[src/verilog/wtpg_core_unused_guard.sv]
`default_nettype none
`default_nettype wire

[src/verilog/wtpg_pkg.sv]
`default_nettype none
package wtpg_pkg;
  localparam int DAC_W = 14;
  localparam int NREG = 13;

  // register indices into the shadow and active sets
  localparam int IX_OFFSET = 0;
  localparam int IX_WAVE = 1;
  localparam int IX_TIMEBASE = 2;
  localparam int IX_PERIOD = 3;
  localparam int IX_REPEAT = 4;
  localparam int IX_SB_START = 5;
  localparam int IX_SB_CFG = 6;
  localparam int IX_CONST = 7;
  localparam int IX_GAIN = 8;
  localparam int IX_RAMP = 9;
  localparam int IX_REPLAY = 10;
  localparam int IX_PAT_DLY = 11;
  localparam int IX_START_DLY = 12;

  localparam logic [7:0] A_UPDATE = 8'h1D;
  localparam logic [7:0] A_STATUS = 8'h1E;
  localparam logic [NREG-1:0][7:0] REG_ADDR = {
    8'h5C, 8'h20, 8'h1F, 8'h37, 8'h35, 8'h31, 8'h2D, 8'h2C, 8'h2B, 8'h29, 8'h28, 8'h27, 8'h25};
  localparam logic [NREG-1:0][15:0] REG_RESET = {
    16'h0000, 16'h000E, 16'h0000, 16'h0104, 16'h0000, 16'h0000, 16'h0000,
    16'h0003, 16'h0101, 16'h8000, 16'h0111, 16'h0101, 16'h0000};

  // field positions
  localparam int UPD_BIT = 0;
  localparam int STAT_PLAY_BIT = 1;
  localparam int REPLAY_BIT = 0;
  localparam int WSEL_LSB = 0;
  localparam int WSEL_W = 2;
  localparam int CHADD_BIT = 2;
  localparam int SRC_LSB = 4;
  localparam int SRC_W = 2;
  localparam int HOLD_LSB = 8;
  localparam int PBASE_LSB = 4;
  localparam int DBASE_LSB = 0;
  localparam int BASE_W = 4;
  localparam int REP_LSB = 0;
  localparam int REP_W = 8;
  localparam int SSTOP_LSB = 0;
  localparam int SSTOP_W = 4;
  localparam int SMODE_BIT = 4;
  localparam int SVAL_BIT = 5;
  localparam int VAL12_LSB = 4;
  localparam int VAL12_W = 12;
  localparam int RTYPE_LSB = 0;
  localparam int RTYPE_W = 2;
  localparam int RSTEP_LSB = 2;
  localparam int RSTEP_W = 6;

  localparam logic [1:0] WAVE_RAM = 2'h0;
  localparam logic [1:0] WAVE_BUILTIN = 2'h1;
  localparam logic [1:0] WAVE_GATED = 2'h2;
  localparam logic [1:0] WAVE_MOD = 2'h3;
  localparam logic [1:0] SRC_CONST = 2'h0;
  localparam logic [1:0] SRC_RAMP = 2'h1;
  localparam logic [1:0] SRC_PRBS = 2'h2;
  localparam logic [1:0] SRC_DDS = 2'h3;
  localparam logic [1:0] RAMP_UP = 2'h0;
  localparam logic [1:0] RAMP_DOWN = 2'h1;
  localparam logic [1:0] RAMP_TRI = 2'h2;

  localparam int GAIN_FRAC = 10;
  localparam int MOD_FRAC = 13;
  localparam logic [15:0] LFSR_SEED = 16'hACE1;
  localparam logic [15:0] LFSR_TAPS = 16'hB400;
  localparam logic [13:0] RAMP_TOP = 14'h3FFF;
  localparam logic signed [16:0] SAT_MAX = 17'sh0_1FFF;
  localparam logic signed [16:0] SAT_MIN = -17'sh0_2000;

  typedef enum logic [1:0] {
    ST_IDLE = 2'b00,
    ST_DELAY = 2'b01,
    ST_PLAY = 2'b10
  } wtpg_state_t;

  function automatic logic [DAC_W-1:0] wtpg_sat(input logic signed [16:0] v);
    logic [DAC_W-1:0] r;
    r = v[DAC_W-1:0];
    if (v > SAT_MAX)
    begin
      r = SAT_MAX[DAC_W-1:0];
    end
    else if (v < SAT_MIN)
    begin
      r = SAT_MIN[DAC_W-1:0];
    end
    return r;
  endfunction : wtpg_sat
endpackage : wtpg_pkg
`default_nettype wire

[src/verilog/wtpg_tick_div.sv]
`default_nettype none
module wtpg_tick_div
  import wtpg_pkg::*;
(
  // clock and reset
  input wire logic ref_clk_i,
  input wire logic rst_n_i,
  // control
  input wire logic clear_i,
  input wire logic [BASE_W-1:0] limit_i,
  // one-cycle enable every limit_i plus one clocks
  output logic tick_o
);
  typedef struct packed {
    logic [BASE_W-1:0] cnt;
  } wtpg_div_t;

  wtpg_div_t q;
  wtpg_div_t n;

  always_comb
  begin
    n = q;
    if (clear_i || (q.cnt == limit_i))
    begin
      n.cnt = '0;
    end
    else
    begin
      n.cnt = q.cnt + 1'b1;
    end
  end

  always_ff @(posedge ref_clk_i or negedge rst_n_i)
  begin
    if (!rst_n_i)
    begin
      q <= '0;
    end
    else
    begin
      q <= n;
    end
  end

  assign tick_o = !clear_i && (q.cnt == limit_i);
endmodule : wtpg_tick_div
`default_nettype wire

[src/verilog/wtpg_core.sv]
`default_nettype none
module wtpg_core
  import wtpg_pkg::*;
(
  // clock and reset
  input wire logic ref_clk_i,
  input wire logic rst_n_i,
  // register port
  input wire logic reg_wr_i,
  input wire logic reg_rd_i,
  input wire logic [7:0] reg_addr_i,
  input wire logic [15:0] reg_wdata_i,
  output logic [15:0] reg_rdata_o,
  // trigger pin and strobe on the shared data pin
  input wire logic trigger_n_i,
  input wire logic strobe_enable_i,
  output logic sdo_strobe_o,
  output logic sdo_strobe_oe_n_o,
  // pattern memory
  input wire logic [11:0] ram_start_addr_i,
  input wire logic [11:0] ram_stop_addr_i,
  input wire logic [DAC_W-1:0] ram_data_i,
  output logic [11:0] ram_addr_o,
  // other sample sources
  input wire logic [DAC_W-1:0] dds_data_i,
  input wire logic [DAC_W-1:0] chan_sum_i,
  // converter side
  output logic [DAC_W-1:0] dac_data_o,
  output logic pattern_active_o
);
  typedef struct packed {
    logic [NREG-1:0][15:0] shadow;
    logic [NREG-1:0][15:0] active;
    logic upd;
    wtpg_state_t st;
    logic trig_s1;
    logic trig_s2;
    logic trig_prev;
    logic [15:0] dly_cnt;
    logic [15:0] per_cnt;
    logic [15:0] sd_cnt;
    logic [7:0] rep_cnt;
    logic [11:0] ram_addr;
    logic [13:0] ramp;
    logic ramp_down;
    logic [5:0] step_cnt;
    logic [15:0] lfsr;
    logic strobe_auto;
    logic sb_arm;
    logic [15:0] sb_cnt;
    logic sp_arm;
    logic [3:0] sp_cnt;
    logic pin;
    logic [DAC_W-1:0] dac;
    logic [15:0] rdata;
  } wtpg_core_t;

  wtpg_core_t q;
  wtpg_core_t n;
  wtpg_core_t q_reset;

  logic sample_tick;
  logic period_tick;
  logic delay_tick;
  logic playing;
  logic trig_fall;
  logic pat_end;
  logic pat_done;
  logic gate_open;
  logic [1:0] wave_sel;
  logic [1:0] src_sel;
  logic [1:0] ramp_shape;
  logic [5:0] ramp_step_length;
  logic signed [DAC_W-1:0] builtin;
  logic signed [DAC_W-1:0] ram_s;
  logic signed [DAC_W-1:0] ramp_s;
  logic signed [DAC_W-1:0] samp;
  logic signed [DAC_W-1:0] summed;
  logic signed [27:0] mod_prod;
  logic signed [25:0] gain_prod;
  logic signed [11:0] gain_f;
  logic signed [16:0] scaled;
  logic signed [16:0] off_ext;
  logic signed [16:0] ch_sum;

  assign playing = (q.st == ST_PLAY);
  assign trig_fall = q.trig_prev && !q.trig_s2;
  assign wave_sel = q.active[IX_WAVE][WSEL_LSB +: WSEL_W];
  assign src_sel = q.active[IX_WAVE][SRC_LSB +: SRC_W];
  assign ramp_shape = q.active[IX_RAMP][RTYPE_LSB +: RTYPE_W];
  assign ramp_step_length = q.active[IX_RAMP][RSTEP_LSB +: RSTEP_W];
  assign ram_s = ram_data_i;
  assign gate_open = (q.sd_cnt >= q.active[IX_START_DLY]);

  // one divider per timebase; all restart when a pattern starts
  wtpg_tick_div u_hold_div (
    .ref_clk_i(ref_clk_i),
    .rst_n_i(rst_n_i),
    .clear_i(!playing),
    .limit_i(q.active[IX_TIMEBASE][HOLD_LSB +: BASE_W]),
    .tick_o(sample_tick)
  );

  wtpg_tick_div u_period_div (
    .ref_clk_i(ref_clk_i),
    .rst_n_i(rst_n_i),
    .clear_i(!playing),
    .limit_i(q.active[IX_TIMEBASE][PBASE_LSB +: BASE_W]),
    .tick_o(period_tick)
  );

  wtpg_tick_div u_delay_div (
    .ref_clk_i(ref_clk_i),
    .rst_n_i(rst_n_i),
    .clear_i(!playing),
    .limit_i(q.active[IX_TIMEBASE][DBASE_LSB +: BASE_W]),
    .tick_o(delay_tick)
  );

  // period of zero wraps and so lasts the full 65536 units
  assign pat_end = playing && period_tick && (q.per_cnt == q.active[IX_PERIOD] - 16'h0001);
  assign pat_done = pat_end && q.active[IX_REPLAY][REPLAY_BIT]
                    && (q.rep_cnt == q.active[IX_REPEAT][REP_LSB +: REP_W]);

  // sample path
  always_comb
  begin
    ramp_s = {~q.ramp[DAC_W-1], q.ramp[DAC_W-2:0]};
    case (src_sel)
      SRC_CONST: builtin = {q.active[IX_CONST][VAL12_LSB +: VAL12_W], 2'b00};
      SRC_RAMP: builtin = (ramp_shape == RAMP_TRI + 2'h1) ? '0 : ramp_s;
      SRC_PRBS: builtin = q.lfsr[DAC_W-1:0];
      SRC_DDS: builtin = dds_data_i;
      default: builtin = '0;
    endcase
    mod_prod = builtin * ram_s;
    case (wave_sel)
      WAVE_RAM: samp = ram_s;
      WAVE_BUILTIN: samp = builtin;
      WAVE_GATED: samp = gate_open ? builtin : '0;
      WAVE_MOD: samp = mod_prod[MOD_FRAC +: DAC_W];
      default: samp = '0;
    endcase
    if (!playing)
    begin
      samp = '0;
    end
    ch_sum = 17'(samp) + 17'(signed'(chan_sum_i));
    if (q.active[IX_WAVE][CHADD_BIT])
    begin
      summed = wtpg_sat(ch_sum);
    end
    else
    begin
      summed = samp;
    end
    gain_f = q.active[IX_GAIN][VAL12_LSB +: VAL12_W];
    gain_prod = summed * gain_f;
    // part-select drops the sign, so restore it before widening
    scaled = 17'(signed'(gain_prod[GAIN_FRAC +: 16]));
    off_ext = 17'(signed'({q.active[IX_OFFSET][VAL12_LSB +: VAL12_W], 2'b00}));
  end

  always_comb
  begin
    q_reset = '0;
    q_reset.shadow = REG_RESET;
    q_reset.active = REG_RESET;
    q_reset.st = ST_IDLE;
    q_reset.trig_s1 = 1'b1;
    q_reset.trig_s2 = 1'b1;
    q_reset.trig_prev = 1'b1;
    q_reset.lfsr = LFSR_SEED;
  end

  always_comb
  begin
    n = q;
    n.trig_s1 = trigger_n_i;
    n.trig_s2 = q.trig_s1;
    n.trig_prev = q.trig_s2;

    // settings: clear the update first so a new request in the same cycle wins
    if (q.upd)
    begin
      n.active = q.shadow;
      n.upd = 1'b0;
    end
    if (reg_wr_i)
    begin
      for (int i = 0; i < NREG; i++)
      begin
        if (reg_addr_i == REG_ADDR[i])
        begin
          n.shadow[i] = reg_wdata_i;
        end
      end
      if ((reg_addr_i == A_UPDATE) && reg_wdata_i[UPD_BIT])
      begin
        n.upd = 1'b1;
      end
    end
    if (reg_rd_i)
    begin
      n.rdata = '0;
      for (int i = 0; i < NREG; i++)
      begin
        if (reg_addr_i == REG_ADDR[i])
        begin
          n.rdata = q.shadow[i];
        end
      end
      if (reg_addr_i == A_UPDATE)
      begin
        n.rdata[UPD_BIT] = q.upd;
      end
      if (reg_addr_i == A_STATUS)
      begin
        n.rdata[STAT_PLAY_BIT] = playing;
      end
    end

    // pattern sequencer
    case (q.st)
      ST_IDLE:
      begin
        if (trig_fall)
        begin
          n.st = ST_DELAY;
          n.dly_cnt = '0;
        end
      end
      ST_DELAY:
      begin
        if (q.dly_cnt == q.active[IX_PAT_DLY])
        begin
          n.st = ST_PLAY;
          n.per_cnt = '0;
          n.sd_cnt = '0;
          n.rep_cnt = '0;
          n.step_cnt = '0;
          n.ram_addr = ram_start_addr_i;
        end
        else
        begin
          n.dly_cnt = q.dly_cnt + 16'h0001;
        end
      end
      ST_PLAY:
      begin
        if (period_tick)
        begin
          n.per_cnt = q.per_cnt + 16'h0001;
        end
        if (delay_tick && !gate_open)
        begin
          n.sd_cnt = q.sd_cnt + 16'h0001;
        end
        if (pat_end)
        begin
          n.per_cnt = '0;
          n.sd_cnt = '0;
          n.rep_cnt = q.rep_cnt + 8'h01;
          if (pat_done)
          begin
            n.st = ST_IDLE;
          end
        end
        if (sample_tick)
        begin
          n.lfsr = {q.lfsr[14:0], ^(q.lfsr & LFSR_TAPS)};
          n.ram_addr = (q.ram_addr == ram_stop_addr_i) ? ram_start_addr_i
                       : q.ram_addr + 12'h001;
          if ({1'b0, q.step_cnt} + 7'h01 >= {1'b0, ramp_step_length})
          begin
            n.step_cnt = '0;
            case (ramp_shape)
              RAMP_UP: n.ramp = q.ramp + 14'h0001;
              RAMP_DOWN: n.ramp = q.ramp - 14'h0001;
              RAMP_TRI:
              begin
                if (q.ramp_down)
                begin
                  n.ramp = q.ramp - 14'h0001;
                  n.ramp_down = (q.ramp != 14'h0001);
                end
                else
                begin
                  n.ramp = q.ramp + 14'h0001;
                  n.ramp_down = (q.ramp == RAMP_TOP - 14'h0001);
                end
              end
              default: n.ramp = '0;
            endcase
          end
          else
          begin
            n.step_cnt = q.step_cnt + 6'h01;
          end
        end
      end
      default: n.st = ST_IDLE;
    endcase

    // automatic strobe timing
    if (q.sb_arm)
    begin
      if (q.sb_cnt == q.active[IX_SB_START])
      begin
        n.strobe_auto = 1'b1;
        n.sb_arm = 1'b0;
      end
      else
      begin
        n.sb_cnt = q.sb_cnt + 16'h0001;
      end
    end
    if (q.sp_arm)
    begin
      if (q.sp_cnt == q.active[IX_SB_CFG][SSTOP_LSB +: SSTOP_W])
      begin
        n.strobe_auto = 1'b0;
        n.sp_arm = 1'b0;
      end
      else
      begin
        n.sp_cnt = q.sp_cnt + 4'h1;
      end
    end
    if ((q.st == ST_IDLE) && trig_fall)
    begin
      n.sb_arm = 1'b1;
      n.sb_cnt = '0;
      n.sp_arm = 1'b0;
    end
    if (pat_done)
    begin
      n.sp_arm = 1'b1;
      n.sp_cnt = '0;
    end
    if (q.active[IX_SB_CFG][SMODE_BIT])
    begin
      n.pin = q.strobe_auto;
    end
    else
    begin
      n.pin = q.active[IX_SB_CFG][SVAL_BIT];
    end

    n.dac = wtpg_sat(scaled + off_ext);
  end

  always_ff @(posedge ref_clk_i or negedge rst_n_i)
  begin
    if (!rst_n_i)
    begin
      q <= q_reset;
    end
    else
    begin
      q <= n;
    end
  end

  assign reg_rdata_o = q.rdata;
  assign sdo_strobe_o = q.pin;
  assign sdo_strobe_oe_n_o = !strobe_enable_i;
  assign ram_addr_o = q.ram_addr;
  assign dac_data_o = q.dac;
  assign pattern_active_o = playing;
endmodule : wtpg_core
`default_nettype wire

[config.mk]
export PLATFORM = sky130hd
export DESIGN_NAME = wtpg_core
export DESIGN_NICKNAME = d
export VERILOG_FILES = /design/src/verilog/wtpg_core_unused_guard.sv /design/src/verilog/wtpg_pkg.sv /design/src/verilog/wtpg_tick_div.sv /design/src/verilog/wtpg_core.sv
export SDC_FILE = /design/constraint.sdc
export NUM_CORES = 2
export LEC_CHECK = 0
export BUFFER_PORTS_ARGS = -buffer_cell sky130_fd_sc_hd__buf_2
export CAP_MARGIN = 20
export CORE_MARGIN = 8
export CORE_UTILIZATION = 25
export DETAILED_ROUTE_END_ITERATION = 8
export PLACE_DENSITY = 0.37
export RECOVER_POWER = 50
export SYNTH_ARGS = -nofsm -noshare
export SYNTH_HDL_FRONTEND = slang
export SYNTH_HIERARCHICAL = 1
export SYNTH_SLANG_ARGS = --single-unit
export TNS_END_PERCENT = 30
[constraint.sdc]
create_clock -name ref_clk_i -period 27.1 [get_ports ref_clk_i]
set_input_delay 6.775 -clock ref_clk_i [delete_from_list [all_inputs] [get_ports ref_clk_i]]
set_output_delay 6.775 -clock ref_clk_i [all_outputs]
set_load 0.02 [all_outputs]
# [Word level (Yosys, flattened, before mapping)]
# Index checks and enable logic that the tools add are counted.
[word_totals] regBits=593 input_bits=96 out_inout_bits=45 wordCells=238
[classes] n_addsub=17 multipliers=2 order_cmp=6 n_eq_ne=47 mux=63 bitwise=1 n_reduce_logical=51
[op_table] operator="16-bit 2-to-1 mux" count=18
[op_table] operator="14-bit 2-to-1 mux" count=8
[op_table] operator="14-bit case mux with 4 select lines" count=2
[op_table] operator="52-bit case mux with 2 select lines" count=1
[op_table] operator="8-bit by 6-bit equality test with 1-bit output (second input constant)" count=11
[op_table] operator="16-bit by 1-bit adder with 16-bit output (second input constant)" count=4
[op_table] operator="52-bit 2-to-1 mux" count=1
[op_table] operator="49-bit 2-to-1 mux" count=1
[op_table] operator="16-bit equality test" count=3
[op_table] operator="14-bit case mux with 3 select lines" count=1
[op_table] operator="40-bit 2-to-1 mux" count=1
[op_table] operator="18-bit 2-to-1 mux" count=2
[op_table] operator="16-bit case mux with 2 select lines" count=1
[op_table] operator="2-bit AND reduction" count=16
[op_table] operator="15-bit 2-to-1 mux" count=2
[op_table] operator="14-bit by 14-bit multiplier with 27-bit output" count=1
[op_table] operator="14-bit by 12-bit multiplier with 26-bit output" count=1
[op_table] operator="8-bit by 5-bit equality test with 1-bit output (second input constant)" count=3
[op_table] operator="3-bit AND reduction" count=6
[op_table] operator="16-bit by 14-bit adder with 17-bit output" count=1
[op_table] operator="17-bit by 14-bit greater-than comparator with 1-bit output (second input constant)" count=1
[op_table] operator="17-bit by 14-bit less-than comparator with 1-bit output (second input constant)" count=1
[op_table] operator="4-bit by 1-bit adder with 4-bit output (second input constant)" count=4
[op_table] operator="4-bit equality test" count=4
[op_table] operator="other kinds (39)" count=93

# [Logic depth before layout (Yosys ltp)]
[logic_depth] word_depth=16 ltp_mapped=69 mapped_depth_nobuf=64

# [By module]
# The synthesis kept the hierarchy.
[by_module_without_submodules] module="wtpg_core" n_inst=1 cells_per_inst=3956 area_per_inst_um2=39998.4 seq_area_each_um2=12884.9
[by_module_without_submodules] module="wtpg_tick_div" n_inst=3 cells_per_inst=18 area_per_inst_um2=222.7 seq_area_each_um2=100.1

# [Worst setup path after synthesis]
# OpenSTA, ideal clock, no wires.
[synth_path] kind="input to register" startpoint="in dds_data_i[8]" endpoint="reg q, in the netlist dac_data_o[5]" setup_ns=0.142 t_arrival_ns=21.209 required_ns=26.958 slack_ns=5.749 path_stages=58 path_buffers=4 path_cell_list="mux4_2 > clkbuf_1 > and2_1 > fa_1 > inv_1 > fa_1 > inv_1 > fa_1 > fa_1 > fa_1 > inv_1 > fa_1 > inv_1 > ha_1 > a21o_1 > a21oi_1 > o31ai_1 > or3_1 > [... 22 more ...] > inv_1 > ha_1 > a2111oi_0 > o21ai_1 > a31oi_1 > o31ai_1 > a221o_1 > a41o_1 > o21a_1 > nor2_1 > xnor2_1 > ha_1 > or3_1 > o21ba_2 > xor2_1 > o21ai_1 > clkbuf_1 > o211ai_1"
[synth_rtl] item="from (decl)" line="wtpg_core.sv:25" rtl="input wire logic [DAC_W-1:0] dds_data_i,"
[synth_rtl] item="to (signal assigned)" line="wtpg_core.sv:357" rtl="q <= q_reset;"
[synth_rtl] item="to (signal assigned)" line="wtpg_core.sv:361" rtl="q <= n;"
[synth_rtl] item="to (decl)" line="wtpg_core.sv:58" rtl="wtpg_core_t q;"

==> results.yml <==
yosys:
  synth.most_common_cell: "inv_1"
  synth_ff_type: "dfrtp_1"
  synth_top_family_by_area: "adder cells"
  synth_edf_count: 0
  syn_nets: 4636
  syn_avg_cell_area_um2: 10.1
  yosys.area_share.simple: 0.136
  synth_compound_area_frac: 0.0976
  yosys_warnings: 6
  synth-adder-area-share: 0.227
  synth_xor_area_frac: 0.0405
  async_flop_share: 1.00
  netlist_top_cells_area: "dfrtp_1 (30%), fa_1 (17%), mux2_2 (9.4%)"
  ys_seq_elements: 525
  netlist_instances: 4010
  netlist_area_mm2: 0.0407
  yosysUniqueCellTypes: 99
  yosys-top-cells-count: "inv_1 (488), dfrtp_1 (487), nand2_1 (363)"
  yosysSeqAreaShare: 0.324
  synth_top_area_cell: "dfrtp_1"
  synth.area.mux_share: 0.103
  synth_top_area_share: 0.300
global_route:
  grt_max_degree: 165
  grt_overflow: 0
  antenna_found_initial: 13
  grt_pass1_wl_mm: 204
  track_usage: 0.152
  first_global_vias: 31000
critical_path:
  max_stage_delay_ns: 0.72
  cp.arrival_ns: 23.18
  critical_path.slowest_cell: "mux4_2"
  path_delay_family: "adder cells"
  path_buf_inv: 8
  critical_path_class: "input port to flop"
  start_kind: "input port"
  crit_required_ns: 27.58
  end_kind: "flop"
  cp_common_cell: "fa_1"
  critPathMaxFanout: 15
routing:
  drtIter0Drc: 1823
  avgRoutedWirePerCell_um: 21.3
  avgViaCountPerCell: 4.65
  drcViolationCount: 0
  drt-pass1-iter-count: 7
  finalWirelength_mm: 134
  vias: 29200
  ant_nets: 0
timing:
  period_minus_slack_ns: 22.69
  finalClockSkew_ns: 0.0540
  finalHoldViolations: 0
  fmax_mhz: 44.1
  tns_ns: 0
  grt_setup_unrepaired: "false"
  holdWs_ns: 0.371
  slew_headroom: -4.92
  tightest_slew_ns: 8.88
  fin_ws_ns: 4.41
  setup_viol: 0
  drv_slew: 649
  post-route-period-util: 0.837
hold_path:
  hp-class: "flop to flop"
place:
  place_congestion: 0.791
  dp.final_hpwl_mm: 100
  port_buffers: 140
  post-place-ws_ns: 3.58
cts:
  clk_root_buffer_cell: "clkbuf_16"
  holdBufCountCts: 0
  cts.sink_count: 525
  numCtsBuffers: 61
  cts_tree: "done"
  post_cts_resized: 0
  cts_setup_buffers: 0
  htree_num_levels: 2
  clk_pin_slew_ns: 0.06
  clockBufferDepth: 3
  insertion_delay_ns: 0.67
power_and_ir_drop:
  cellPowerDensity_mw_per_mm2: 45.8
  vdd_drop_max_mv: 0.0499
  leakagePower_nw: 21.6
  power_mw: 2.09
flow_run:
  drv_cap: 9
layout:
  nNetsFinal: 4663
  drive_gt1_frac: 0.172
  fillerInstances: 17300
  area_delta_synth_final_pct: 11.9
outcome:
  status: "complete, but fails checks"
  violations: "max-capacitance violations, max-slew violations"
floorplanning:
  dieArea_mm2: 0.176
  fp.dieW_um: 419
  fp.dieH_um: 419
  rows: 148
  start_util: 0.251
  coreArea_mm2: 0.162
  design.portCount: 141
==> worst register-to-register path: cells and delay by family (launching register included) <==
| family | cells | cell delay, ns |
|---|---|---|
| multiplexers | 1 | 0.73 |
| AND/OR/NAND/NOR | 10 | 2.77 |
| buffers and inverters | 7 | 0.34 |
| adder cells (fa/ha/maj) | 15 | 6.53 |
| flip-flops | 1 | 0.48 |
| XOR/XNOR | 3 | 0.48 |
| AO/OA/AOI/OAI | 20 | 6.19 |
==> per-layer routing <==
metal	up-vias	global-route usage	routed length (um)
li1	13500	-	-
met1	15000	0.205	60900
met2	509	0.258	64400
met3	146	0.0182	4770
met4	8	0.0384	3570
met5	-	0	52
==> stage by stage <==
step / std cells / instance area, um2 / util
after global routing: 6263 / 45500 / 0.281
final: 6268 / 45500 / 0.281
after detailed placement: 6148 / 43500 / 0.268
after global placement: 6145 / 43500 / 0.268
after floorplan: 4010 / 40700 / -
after CTS: 6262 / 45600 / 0.281
==> logic make-up after synthesis <==
kind of cell | count (synthesis)
AO/OA/AOI/OAI | 598
XOR/XNOR | 188
adder cells (fa/ha/maj) | 531
buffers and inverters | 712
flip-flops | 525
multiplexers | 361
AND/OR/NAND/NOR | 1095
==> power by group <==
| group | switching, mW | internal [mW] | leakage [nW] | total, mW |
|---|---|---|---|---|
| Sequential | 0.0488 | 0.818 | 7.11 | 0.866 |
| Combinational | 0.244 | 0.111 | 13.5 | 0.355 |
| Clock | 0.358 | 0.507 | 1.01 | 0.865 |
==> cell usage in the layout, fill, tap and decap left out, types with 11 or more instances in the layout <==
cell / count
inv_1: 488
dfrtp_1: 487
nand2_1: 363
fa_1: 347
mux2_2: 340
ha_1: 183
o21ai_0: 175
and2_1: 167
nor2_1: 166
buf_2: 138
a21oi_1: 105
xnor2_1: 96
xor2_1: 92
nand3_1: 78
clkbuf_16: 62
nor3_1: 49
dfstp_2: 37
nand2b_1: 36
nor2b_1: 36
buf_4: 34
and3_1: 33
clkbuf_1: 33
a21o_1: 32
nand4_1: 31
or3_1: 30
a221oi_1: 28
a31oi_1: 27
nor4_1: 26
a22oi_1: 25
o31ai_1: 22
a211oi_1: 21
o211ai_1: 19
o21a_1: 18
a222oi_1: 16
a22o_1: 15
and2_0: 13
o22ai_1: 13
clkbuf_8: 13
mux4_2: 12
nor3b_1: 11
==> worst paths after layout <==
kind | from | endpoint | slack (ns) | cells after the start
worst max-delay path | dds_data_i[8] | dac_data_o[3]$_DFF_PN0_ | 4.41 | 55
worst min-delay path | n[160]$_DFF_PN1_ | n[159]$_DFF_PN1_ | 0.37 | 0
worst max register to register | q[309]$_DFFE_PN0P_ | dac_data_o[3]$_DFF_PN0_ | 9.45 | 56
worst min register to register | n[160]$_DFF_PN1_ | n[159]$_DFF_PN1_ | 0.37 | 0
max in group asynchronous | rst_n_i | q[182]$_DFFE_PN0P_ | 8.28 | 2
min in group asynchronous | rst_n_i | sdo_strobe_o$_DFF_PN0_ | 8.12 | 1
==> registers in the layout (all words and copies together), names as in the netlist, 2 cells and up <==
signal          cells
dac_data_o         14
gain_f             12
n                   2
off_ext            12
q                 444
ram_addr_o         12
reg_rdata_o        16
u_delay_div/q       4
u_hold_div/q        4
u_period_div/q      4
==> cell type report <==
type,instances,area [um2],area share
diodes,5,12.5,0.000275
clock buffers,95,1810,0.0397
clock inverters,19,293,0.00643
inverters,489,1840,0.0403
multi-input cells,2773,24600,0.541
flip-flops and latches,525,13200,0.290
well taps,2175,2720,0.0598
repair buffers,187,1050,0.0231
(Power assumes the default switching activity.)
